### src/hw/dac_pkg.sv
// Purpose: Shared constants for the DAC output control block
// Assumes: 8-bit register port, one byte per register index
// Notes:   Register offsets are index values on the plain register port
package dac_pkg;
	localparam int          DAC_CODE_W        = 8;
	localparam logic [1:0]  DAC_MODE_OFS      = 2'h0;
	localparam logic [1:0]  DAC_VALUE_OFS     = 2'h1;
	localparam logic [1:0]  DAC_PWR_OFS       = 2'h2;
	localparam logic [1:0]  DAC_STAT_OFS      = 2'h3;
	localparam logic [7:0]  DAC_MODE_RST      = 8'h00;
	localparam logic [7:0]  DAC_VALUE_RST     = 8'h00;
	localparam int          DAC_MODE_SEL_BIT  = 0;
	localparam int          DAC_ENABLE_BIT    = 7;
	localparam logic [7:0]  DAC_MODE_MASK     = 8'h81;
	localparam int          DAC_PWR_STOP_BIT  = 0;
	localparam int          DAC_PWR_IDLE_BIT  = 1;
	localparam int          DAC_STAT_LIVE_BIT = 0;
	localparam int          DAC_STAT_RT_BIT   = 1;
	localparam int          DAC_STAT_ARM_BIT  = 2;
	localparam int          DAC_CONV_NS       = 3000;
	localparam int          DAC_CLK_NS        = 25;
	localparam int          DAC_CONV_CYC      = DAC_CONV_NS / DAC_CLK_NS;
	localparam logic [6:0]  DAC_CONV_CNT      = 7'(DAC_CONV_CYC);
endpackage

### src/hw/dac_conv_if.sv
// Purpose: Carries a conversion request and its code to the ladder driver
// Assumes: Single clock domain
// Notes:   load is a one-cycle pulse
`timescale 1ns/100ps
interface dac_conv_if;
	logic       load;
	logic [7:0] code;
	logic       hiz;
	logic       busy;
	modport ctrl (output load, output code, output hiz, input busy);
	modport ladder (input load, input code, input hiz, output busy);
endinterface

### src/hw/dac_ladder.sv
// Purpose: Holds the converted code on the ladder and times settling
// Assumes: Requests come from dac_output_control on the same clock
// Notes:   Busy covers the maximum settling time of the analog stage
`timescale 1ns/100ps
module dac_ladder (
	input  wire logic     clk_sys,
	input  wire logic     rstn,
	dac_conv_if.ladder    cv,
	output logic [7:0]    ladder_code,
	output logic          ladder_oe
);
	logic [7:0] code_r;
	logic [6:0] cnt_r;

	// Latch a new code; the old one is held until the next load
	always_ff @(posedge clk_sys) begin
		if (!rstn) begin
			code_r <= dac_pkg::DAC_VALUE_RST;
			cnt_r  <= 7'h00;
		end else begin
			if (cv.load) begin
				code_r <= cv.code;
				cnt_r  <= dac_pkg::DAC_CONV_CNT;
			end else if (cnt_r != 7'h00) begin
				cnt_r <= cnt_r - 7'h01;
			end
		end
	end

	assign cv.busy     = (cnt_r != 7'h00);
	assign ladder_code = code_r;
	assign ladder_oe   = !cv.hiz;
endmodule

### src/hw/dac_output_control.sv
// Purpose: Register control of one 8-bit ladder DAC channel
// Assumes: 40 MHz clk_sys, synchronous active-low reset
// Notes:   The analog level is reference * code / 256 on the ladder taps
//
// Overview of operation
// - Output level is reference voltage times code over 256, code 0 to 255.
// - One output channel, 8-bit code held in one value register.
// - Mode register resets to 00H, byte and single-bit access.
// - realtime_mode_sel 0 selects normal mode, 1 selects real-time mode.
// - Real-time mode converts only on timer_compare_trigger.
// - Value register resets to 00H, whole-byte access only.
// - Normal mode: each value write converts and updates the output.
// - Normal mode: setting enable drives output from the held code.
// - Output holds last converted code until the next conversion.
// - Real-time mode: each trigger converts value register onto analog_out_pin.
// - Real-time output undefined between enable and first trigger.
// - Stop mode halts converter and floats the analog output.
// - Idle and subclock keep converting; software may clear enable.
//
// Decided for this implementation: the strobed register port and the register offsets.
`timescale 1ns/100ps
module dac_output_control (
	input  wire logic       clk_sys,
	input  wire logic       rstn,
	input  wire logic [1:0] reg_addr,
	input  wire logic [7:0] reg_wdata,
	input  wire logic [7:0] reg_bit_mask,
	input  wire logic       reg_wr,
	input  wire logic       reg_rd,
	output logic [7:0]      reg_rdata,
	input  wire logic       timer_compare_trigger,
	input  wire logic       stop_mode,
	output logic [7:0]      analog_out_code,
	output logic            analog_out_oe,
	output logic            conv_busy
);
	logic [7:0] dac_mode_reg_r;
	logic [7:0] dac_value_reg_r;
	logic [7:0] rdata_r;
	logic       armed_r;
	logic [2:0] stop_sync_r;
	logic       stop_r;
	logic [7:0] mode_nxt;
	logic [7:0] rdata_nxt;
	logic       armed_nxt;
	logic [7:0] code_nxt;
	logic       load_nxt;

	dac_conv_if cv ();

	// Address decode
	wire wr_mode  = reg_wr && (reg_addr == dac_pkg::DAC_MODE_OFS);
	wire wr_value = reg_wr && (reg_addr == dac_pkg::DAC_VALUE_OFS);

	// Mode fields
	wire rt_mode = dac_mode_reg_r[dac_pkg::DAC_MODE_SEL_BIT];
	wire enable  = dac_mode_reg_r[dac_pkg::DAC_ENABLE_BIT];

	// Bit writes merge only the masked bits; a full byte write uses mask FF
	assign mode_nxt = (dac_mode_reg_r & ~reg_bit_mask) | (reg_wdata & reg_bit_mask & dac_pkg::DAC_MODE_MASK);

	wire enable_rise = wr_mode && mode_nxt[dac_pkg::DAC_ENABLE_BIT] && !enable;
	wire new_rt      = wr_mode ? mode_nxt[dac_pkg::DAC_MODE_SEL_BIT] : rt_mode;

	// Trigger comes from the timer on this clock; no synchroniser needed
	wire rt_fire = rt_mode && enable && timer_compare_trigger && !stop_r;

	// Normal-mode conversions: value writes while enabled, or enabling
	wire nm_fire_wr = !rt_mode && enable && wr_value && !stop_r;
	wire nm_fire_en = enable_rise && !new_rt && !stop_r;

	// Code selection; a same-cycle write wins so the newest code is shown
	assign code_nxt = wr_value ? reg_wdata : dac_value_reg_r;
	assign load_nxt = rt_fire || nm_fire_wr || nm_fire_en;

	// Real-time output counts as valid once the first trigger lands
	assign armed_nxt = !(enable && rt_mode) ? 1'b0 : (armed_r || rt_fire);

	// Register read mux; all four offsets of the 2-bit address are mapped
	always_comb begin
		rdata_nxt = 8'h00;
		unique case (reg_addr)
			dac_pkg::DAC_MODE_OFS:  rdata_nxt = dac_mode_reg_r;
			dac_pkg::DAC_VALUE_OFS: rdata_nxt = dac_value_reg_r;
			dac_pkg::DAC_PWR_OFS:   rdata_nxt = {7'h00, stop_r};
			dac_pkg::DAC_STAT_OFS:  rdata_nxt = {5'h00, armed_r, rt_mode, cv.busy};
		endcase
	end

	// Software-visible registers
	always_ff @(posedge clk_sys) begin
		if (!rstn) begin
			dac_mode_reg_r  <= dac_pkg::DAC_MODE_RST;
			dac_value_reg_r <= dac_pkg::DAC_VALUE_RST;
		end else begin
			if (wr_mode)
				dac_mode_reg_r <= mode_nxt;
			if (wr_value)
				dac_value_reg_r <= reg_wdata;
		end
	end

	// Read data stands one cycle after the strobe
	always_ff @(posedge clk_sys) begin
		if (!rstn)
			rdata_r <= 8'h00;
		else if (reg_rd)
			rdata_r <= rdata_nxt;
		else
			rdata_r <= 8'h00;
	end

	// Stop request comes from the power controller pin: three-stage filter
	always_ff @(posedge clk_sys) begin
		if (!rstn) begin
			stop_sync_r <= 3'h0;
			stop_r      <= 1'b0;
			armed_r     <= 1'b0;
		end else begin
			stop_sync_r <= {stop_sync_r[1:0], stop_mode};
			if (stop_sync_r[1] == stop_sync_r[2])
				stop_r <= stop_sync_r[2];
			armed_r <= armed_nxt;
		end
	end

	// Idle and subclock are not inputs: only stop halts conversion
	assign cv.load = load_nxt;
	assign cv.code = code_nxt;
	assign cv.hiz  = stop_r;

	dac_ladder u_ladder (
		.clk_sys     (clk_sys),
		.rstn        (rstn),
		.cv          (cv.ladder),
		.ladder_code (analog_out_code),
		.ladder_oe   (analog_out_oe)
	);

	assign reg_rdata = rdata_r;
	assign conv_busy = cv.busy;
endmodule

### config.mk
export PLATFORM = sky130hd
export DESIGN_NAME = dac_output_control
export DESIGN_NICKNAME = d
export VERILOG_FILES = /design/src/hw/dac_pkg.sv /design/src/hw/dac_conv_if.sv /design/src/hw/dac_ladder.sv /design/src/hw/dac_output_control.sv
export SDC_FILE = /design/constraint.sdc
export NUM_CORES = 1
export LEC_CHECK = 0
export ABC_AREA = 1
export BUFFER_PORTS_ARGS = -buffer_cell sky130_fd_sc_hd__clkbuf_2
export CORE_MARGIN = 4
export CORE_UTILIZATION = 56
export CTS_CLUSTER_SIZE = 30
export DETAILED_ROUTE_END_ITERATION = 12
export PLACE_DENSITY = 0.8
export SYNTH_ARGS = -nofsm -noshare
export SYNTH_HDL_FRONTEND = slang
export SYNTH_HIERARCHICAL = 1
export SYNTH_SLANG_ARGS = --single-unit
### constraint.sdc
create_clock -name clk_sys -period 2.35 [get_ports clk_sys]
set_input_delay 0.235 -clock clk_sys [delete_from_list [all_inputs] [get_ports clk_sys]]
set_output_delay 0.235 -clock clk_sys [all_outputs]
set_load 0.005 [all_outputs]
==> results of run 1 <==
==> worst min-delay path, stage by stage <==
cell	delay, ps
clkbuf_2	80
nand2_1	40
inv_1	40
==> logic make-up (layout without fill, tap and decap cells) <==
kind of cell / Yosys count / after routing / synth area share (%)
xor+xnor: 1 / 1 / 0.477
fa+ha+maj: 1 / 1 / 0.681
buf+inv: 51 / 96 / 11.8
simple gates: 118 / 118 / 28.2
compound gates: 37 / 37 / 11.0
flops: 44 / 44 / 47.9
==> flip-flops by register name, indices dropped and copies added (netlist names) <==
name,flops
dac_mode_reg_r,8
dac_value_reg_r,8
reg_rdata,8
u_ladder/ladder_code,8
u_ladder/cnt_r,7
stop_sync_r,3
armed_r,1
cv.hiz,1
==> cell type report <==
type / count / area [um^2]
Multi-Input combinational cell: 157 / 741
Tap cell: 44 / 55.1
Clock inverter: 2 / 10.0
Clock buffer: 6 / 51.3
Timing Repair Buffer: 41 / 205
Inverter: 47 / 176
Fill cell: 306 / 983
Sequential cell: 44 / 881
==> synth_stat cells, drive strengths merged (2+ instances only) <==
cell type  count
inv           45
a21oi         13
nand2         60
nor2          36
clkinv         2
dfxtp         44
buf            3
nand3         20
o21ai         22
==> final timing paths <==
check / start / to / depth (start not counted)
setup reg to reg: dac_mode_reg_r[7] / u_ladder/cnt_r[2] / 9
hold reg to reg: stop_sync_r[0] / stop_sync_r[1] / 2
setup / recovery: u_ladder/cnt_r[0] / conv_busy / 6
hold / removal: stop_mode / stop_sync_r[0] / 3
==> per-layer routing <==
| layer | up-vias | wire [um] |
|---|---|---|
| met1 | 739 | 1620 |
| li1 | 864 | - |
| met3 | 7 | 199 |
| met2 | 37 | 1690 |
| met5 | - | 0 |
| met4 | 0 | 67 |
==> through the flow <==
stage / area (um^2) / power, mW / cells
floorplan: 1840 / 1.20 / 252
global placement: 2060 / 1.29 / 333
detailed placement: 2060 / 1.30 / 333
CTS: 2120 / 1.67 / 341
global route: 2120 / 1.78 / 341
finish: 2120 / 1.66 / 341
==> power groups by stage <==
| stage | Clock [mW] | Combinational [mW] | Sequential [mW] |
|---|---|---|---|
| 6_report | 0.370 | 0.444 | 0.845 |
| 5_1_grt | 0.416 | 0.510 | 0.853 |
| 4_1_cts | 0.380 | 0.444 | 0.845 |
| 3_5_place_dp | 0 | 0.442 | 0.863 |
| 3_3_place_gp | 0 | 0.432 | 0.861 |
| 2_1_floorplan | 0 | 0.344 | 0.855 |
==> metrics.yaml, run 1 <==
grt.met1_usage_pct: 23.2
grt.busiest_layer: "met2"
worst_hold_path_type: "in2reg"
nNetsFinal: 321
synth_area_leaders: "dfxtp_1, nand2_1, inv_1"
pwr-share-comb_pct: 26.8
clock.fmax_ghz: 0.566
synth_top_area_share_pct: 47.9
globalplace.congestion: 0.925
fp.dieH_um: 65.3
p_leak_nw: 1.13
yosysSeqAreaShare_pct: 47.9
clkTransAtPathRegs_ps: 120
power.density_mw_per_mm2: 782
met2_usage_pct: 31.5
worstSetupStartpointType: "flip-flop"
layout_common_cells: "nand2_1, dfxtp_1, inv_1, clkbuf_2, nor2_1"
fin_setup_tns_ps: 0
dpl_worst_slack_ps: 405
peakVddDrop_mv: 0.429
path_cells: "inv_1 -> ha_1 -> inv_2 -> nor2_4 -> nand3_4 -> clkbuf_2"
layout_worst_path_cycle_share_pct: 75.2
wl_per_cell_um: 10.5
synth-async-reset-ratio_pct: 0
areaGrowthSynthToFinish_pct: 15.3
htreeDepth: 2
cts_tree: "done"
clock-sinks: 44
grt_setup_unrepaired: "no"
slew_headroom_pct: 70.5
grt_pass1_wl_mm: 6.35
wirelength_mm: 3.58
io_buffer_count: 41
cp_top_family: "flip-flops"
drtIter0Drc: 88
path_class: "reg2out"
drive_gt1_share_pct: 21.5
synth_top_cell_by_area: "dfxtp_1"
cp_slowest_stage_delay_ps: 330
dp_hpwl_mm: 2.74
slowest_stage: "dfxtp_1"
post-cts-setup-buffer-count: 0
swShare_pct: 32.6
status: "completed"
tightest_slew_ps: 442
clockPowerShare_pct: 22.3
clock_latency_ps: 350
cp-end-kind: "output port"
synth.distinct_cells: 26
vias: 1647
antenna_found_initial: 0
cts_resized: 0
slew_violations: 0
hold_viol_final: 0
utilization_pct: 68.3
cts.path.max_buffers: 2
switchingPower_mw: 0.540
seq_power_share_pct: 50.9
core_mm2: 0.00310
avgSynthCellArea_um2: 7.29
ys_ff_latch: 44
grt_max_degree: 24
critPathBufInv: 3
finalSetupViolations: 0
num_io_pins: 42
drv_cap: 0
cts_root_buf: "clkbuf_4"
layout_commonest_cell: "nand2_1"
syn_inst: 252
met3_usage_pct: 4.79
syn_area_mm2: 0.00184
skew_ps: 9.39
hold_buffers: 0
finalHoldWorstSlack_ps: 67.2
cp.required_ps: 2120
p_int_mw: 1.12
route.detailed.drc: 0
grt_overflow: 0
synth_enable_flop_cells: 0
arrival_ps: 1530
syn_nets: 277
grt_pass1_vias: 1519
postRouteAntennaNets: 0
grt_use_total_pct: 18.9
start_util_pct: 59.2
synthFlopType: "dfxtp_1"
rows: 20
die_x_um: 65.3
rrSetupSlack_ps: 710
via_per_inst: 4.83
dieArea_mm2: 0.00426
min_period_ps: 1770
yosysWarnings: 6
firstDrtPassIters: 4
cp_max_fo: 9
worst_slack_ps: 583
diodes: 0
cts_buffers: 5
(Power assumes the default switching activity.)
==> run 2, diff against run 1 <==
- ABC_AREA: 1 -> 0
- CORE_UTILIZATION: 56 -> 52
- PLACE_DENSITY: 0.8 -> 0.75
- clock period: 2.35 -> 1.65 ns (I/O delays scaled with it)
==> metrics.yaml, run 2 <==
synth.distinct_cells: 41  # +58%
slowest_stage: "dfxtp_2"
cts_root_buf: "clkbuf_4"
clock_latency_ps: 360  # about the same
dp_cells: 264  # -21%
synth_area_leaders: "dfxtp_1, mux2i_1, mux2_4"
worstSetupStartpointType: "flip-flop"
globalplace.congestion: 0.897  # -3.1%
cts_buffers: 5  # unchanged
place_area_mm2: 0.00215  # +4.4%
cp_top_family: "flip-flops"
cts.path.max_buffers: 2  # unchanged
htreeDepth: 2  # unchanged
syn_nets: 195  # -30%
final_area_mm2: 0.00230  # +8.5%
postRouteAntennaNets: 0  # unchanged
rr_startpoint: "u_ladder/cnt_r[0]"
critPathBufInv: 3  # unchanged
layout.cells.non_filler: 279  # -18%
post-cts-setup-buffer-count: 0  # unchanged
yosysWarnings: 6  # unchanged
firstDrtPassIters: 4  # unchanged
tightest_slew_ps: 322  # -121 ps
io_buffer_count: 41  # unchanged
layout_worst_path_cycle_share_pct: 97.9
start_util_pct: 54.2  # -5.1 points
drv_cap: 0  # unchanged
drtIter0Drc: 57  # -35%
cp_max_fo: 5  # -4
cp_num_cells: 6  # unchanged
clock.fmax_ghz: 0.619
slew_headroom_pct: 78.6  # +8.0 points
fp.dieH_um: 67.2  # +2.9%
slew_violations: 0  # unchanged
grt_max_degree: 22  # -8.3%
hold_viol_final: 0  # unchanged
wirelength_mm: 4.10  # +14%
total_power_mw: 2.52  # +52%
p_leak_nw: 1.02  # -10%
peakVddDrop_mv: 0.649  # +51%
syn_inst: 170  # -33%
finalHoldWorstSlack_ps: 56.5  # -10.7 ps
die_x_um: 67.2  # +2.9%
grt_setup_unrepaired: "yes"
rrSetupSlack_ps: 50  # -660 ps
grt_use_total_pct: 20.1  # +1.2 points
cp.required_ps: 1480  # -640 ps
grt_pass1_wl_mm: 6.72  # +5.8%
grt_pass1_vias: 1480  # -2.6%
crit_end: "conv_busy"
nNetsFinal: 257  # -20%
yosysMostFrequentCell: "dfxtp_1"
skew_ps: 5.77  # -3.62 ps
synth-async-reset-ratio_pct: 0  # unchanged
synth_top_cell_by_area: "dfxtp_1"
reg2reg_to: "u_ladder/cnt_r[3]"
core_mm2: 0.00336  # +8.4%
power.density_mw_per_mm2: 1100  # +40%
areaGrowthSynthToFinish_pct: 26.2
clock-sinks: 44  # unchanged
grt_overflow: 0  # unchanged
worst_hold_path_type: "in2reg"
synthFlopType: "dfxtp_1"
rows: 21  # +5.0%
cp_slowest_stage_delay_ps: 400  # +70 ps
status: "completed"
netlist_top_cells_count: "dfxtp_1, mux2i_1, and2_1"
cp-end-kind: "output port"
path_cells: "inv_1 -> ha_1 -> nor2b_4 -> nand2_1 -> buf_4 -> clkbuf_2"
arrival_ps: 1450  # -80 ps
yosysSeqAreaShare_pct: 48.4  # +0.43 points
finalSetupViolations: 0  # unchanged
wl_per_cell_um: 14.7  # +40%
ys_ff_latch: 44  # unchanged
syn_area_mm2: 0.00182  # -0.88%
dieArea_mm2: 0.00451  # +5.9%
drive_gt1_share_pct: 34.3  # +13 points
layout_common_cells: "dfxtp_1, clkbuf_2, mux2i_1, buf_4, and2_1"
clkTransAtPathRegs_ps: 120  # about the same
synth_top_area_share_pct: 48.4  # +0.43 points
num_io_pins: 42  # unchanged
dp_hpwl_mm: 3.03  # +10%
avgSynthCellArea_um2: 10.7  # +47%
vias: 1466  # -11%
min_period_ps: 1620
cts_tree: "done"
startpoint: "u_ladder/cnt_r[0]"
ff2ff_path_depth: 6  # -3
antenna_found_initial: 0  # unchanged
diodes: 0  # unchanged
route.detailed.drc: 0  # unchanged
via_per_inst: 5.25  # +8.8%
path_class: "reg2out"
synth_enable_flop_cells: 0  # unchanged
run 2: changes by cell type in the layout (fill, tap and decap cells not counted), moves of 13 or more:
cell / change
mux2i_1: +16
inv_1: -37
buf_4: +13
nor2_1: -20
nand3_1: -15
nand2_1: -50
run 2: how the worst min path moves through the flow:
stage                                startpoint                end  slack [ps]  cells after the start
final                                    reg_rd       reg_rdata[0]          60                      2
after detailed placement        reg_bit_mask[6]  dac_mode_reg_r[6]         340                      2
after CTS                                reg_rd       reg_rdata[0]          60                      2
after global routing      timer_compare_trigger            armed_r          70                      3
after floorplan                 reg_bit_mask[1]  dac_mode_reg_r[1]         250                      1
after global placement          reg_bit_mask[5]  dac_mode_reg_r[5]         340                      2
run 2: stage by stage:
| stage | TNS (ps) | setup slack [ps] | utilization [%] |
|---|---|---|---|
| finish | 0 | 34.8 | 68.4 |
| CTS | 0 | 7.13 | 67.9 |
| global placement | 0 | 96.6 | 63.9 |
| floorplan | 0 | 8.02 | - |
| global route | -57.2 | -44.6 | 68.4 |
| detailed placement | -27.5 | -27.5 | 63.9 |
run 2: final cells by class:
cell class / count / area, um^2
timing repair buffer: 61 / 373
multi-input combinational: 116 / 907
tap: 46 / 57.6
inverter: 4 / 15.0
clock buffer: 7 / 55.1
sequential: 44 / 885
fill: 278 / 1060
clock inverter: 1 / 7.51
run 2: cells by family (layout without fill, tap and decap cells):
logic type	Yosys count	in the layout	share of synthesized area [%]
compound gates	29	29	10.5
xor+xnor	1	1	0.481
fa+ha+maj	1	1	0.687
buf+inv	10	73	2.75
flops	44	44	48.4
mux	25	25	16.6
simple gates	60	60	20.6
run 2: report_power, final:
group / total, mW / leakage, nW / switching, mW / internal [mW]
Sequential: 1.24 / 0.358 / 0.102 / 1.14
Combinational: 0.724 / 0.628 / 0.325 / 0.399
Clock: 0.554 / 0.0315 / 0.346 / 0.209
run 2: timing repair:
action / in CTS / in global routing
resized for setup: 2 / 3
hold buffers: 7 / 0
endpoints found under the setup margin: 1 / 4
hold endpoints to repair: 7 / 0
run 2: worst reg2reg max path: cells and delay by family (launching register included):
kind | cells | cell delay, ps
adder cells (fa/ha/maj) | 1 | 160
AND/OR/NAND/NOR | 1 | 290
buffers and inverters | 2 | 220
AO/OA/AOI/OAI | 2 | 460
flip-flops | 1 | 370
run 2: layer usage:
metal | share of wire [%] | GRT usage [%] | up-vias | wire [um]
met5 | 0 | 0 | - | 0
met4 | 2.0 | 11.1 | 0 | 82
met3 | 5.6 | 4.49 | 8 | 231
met2 | 48 | 32.5 | 48 | 1960
met1 | 44 | 24.7 | 690 | 1820
li1 | - | - | 720 | -
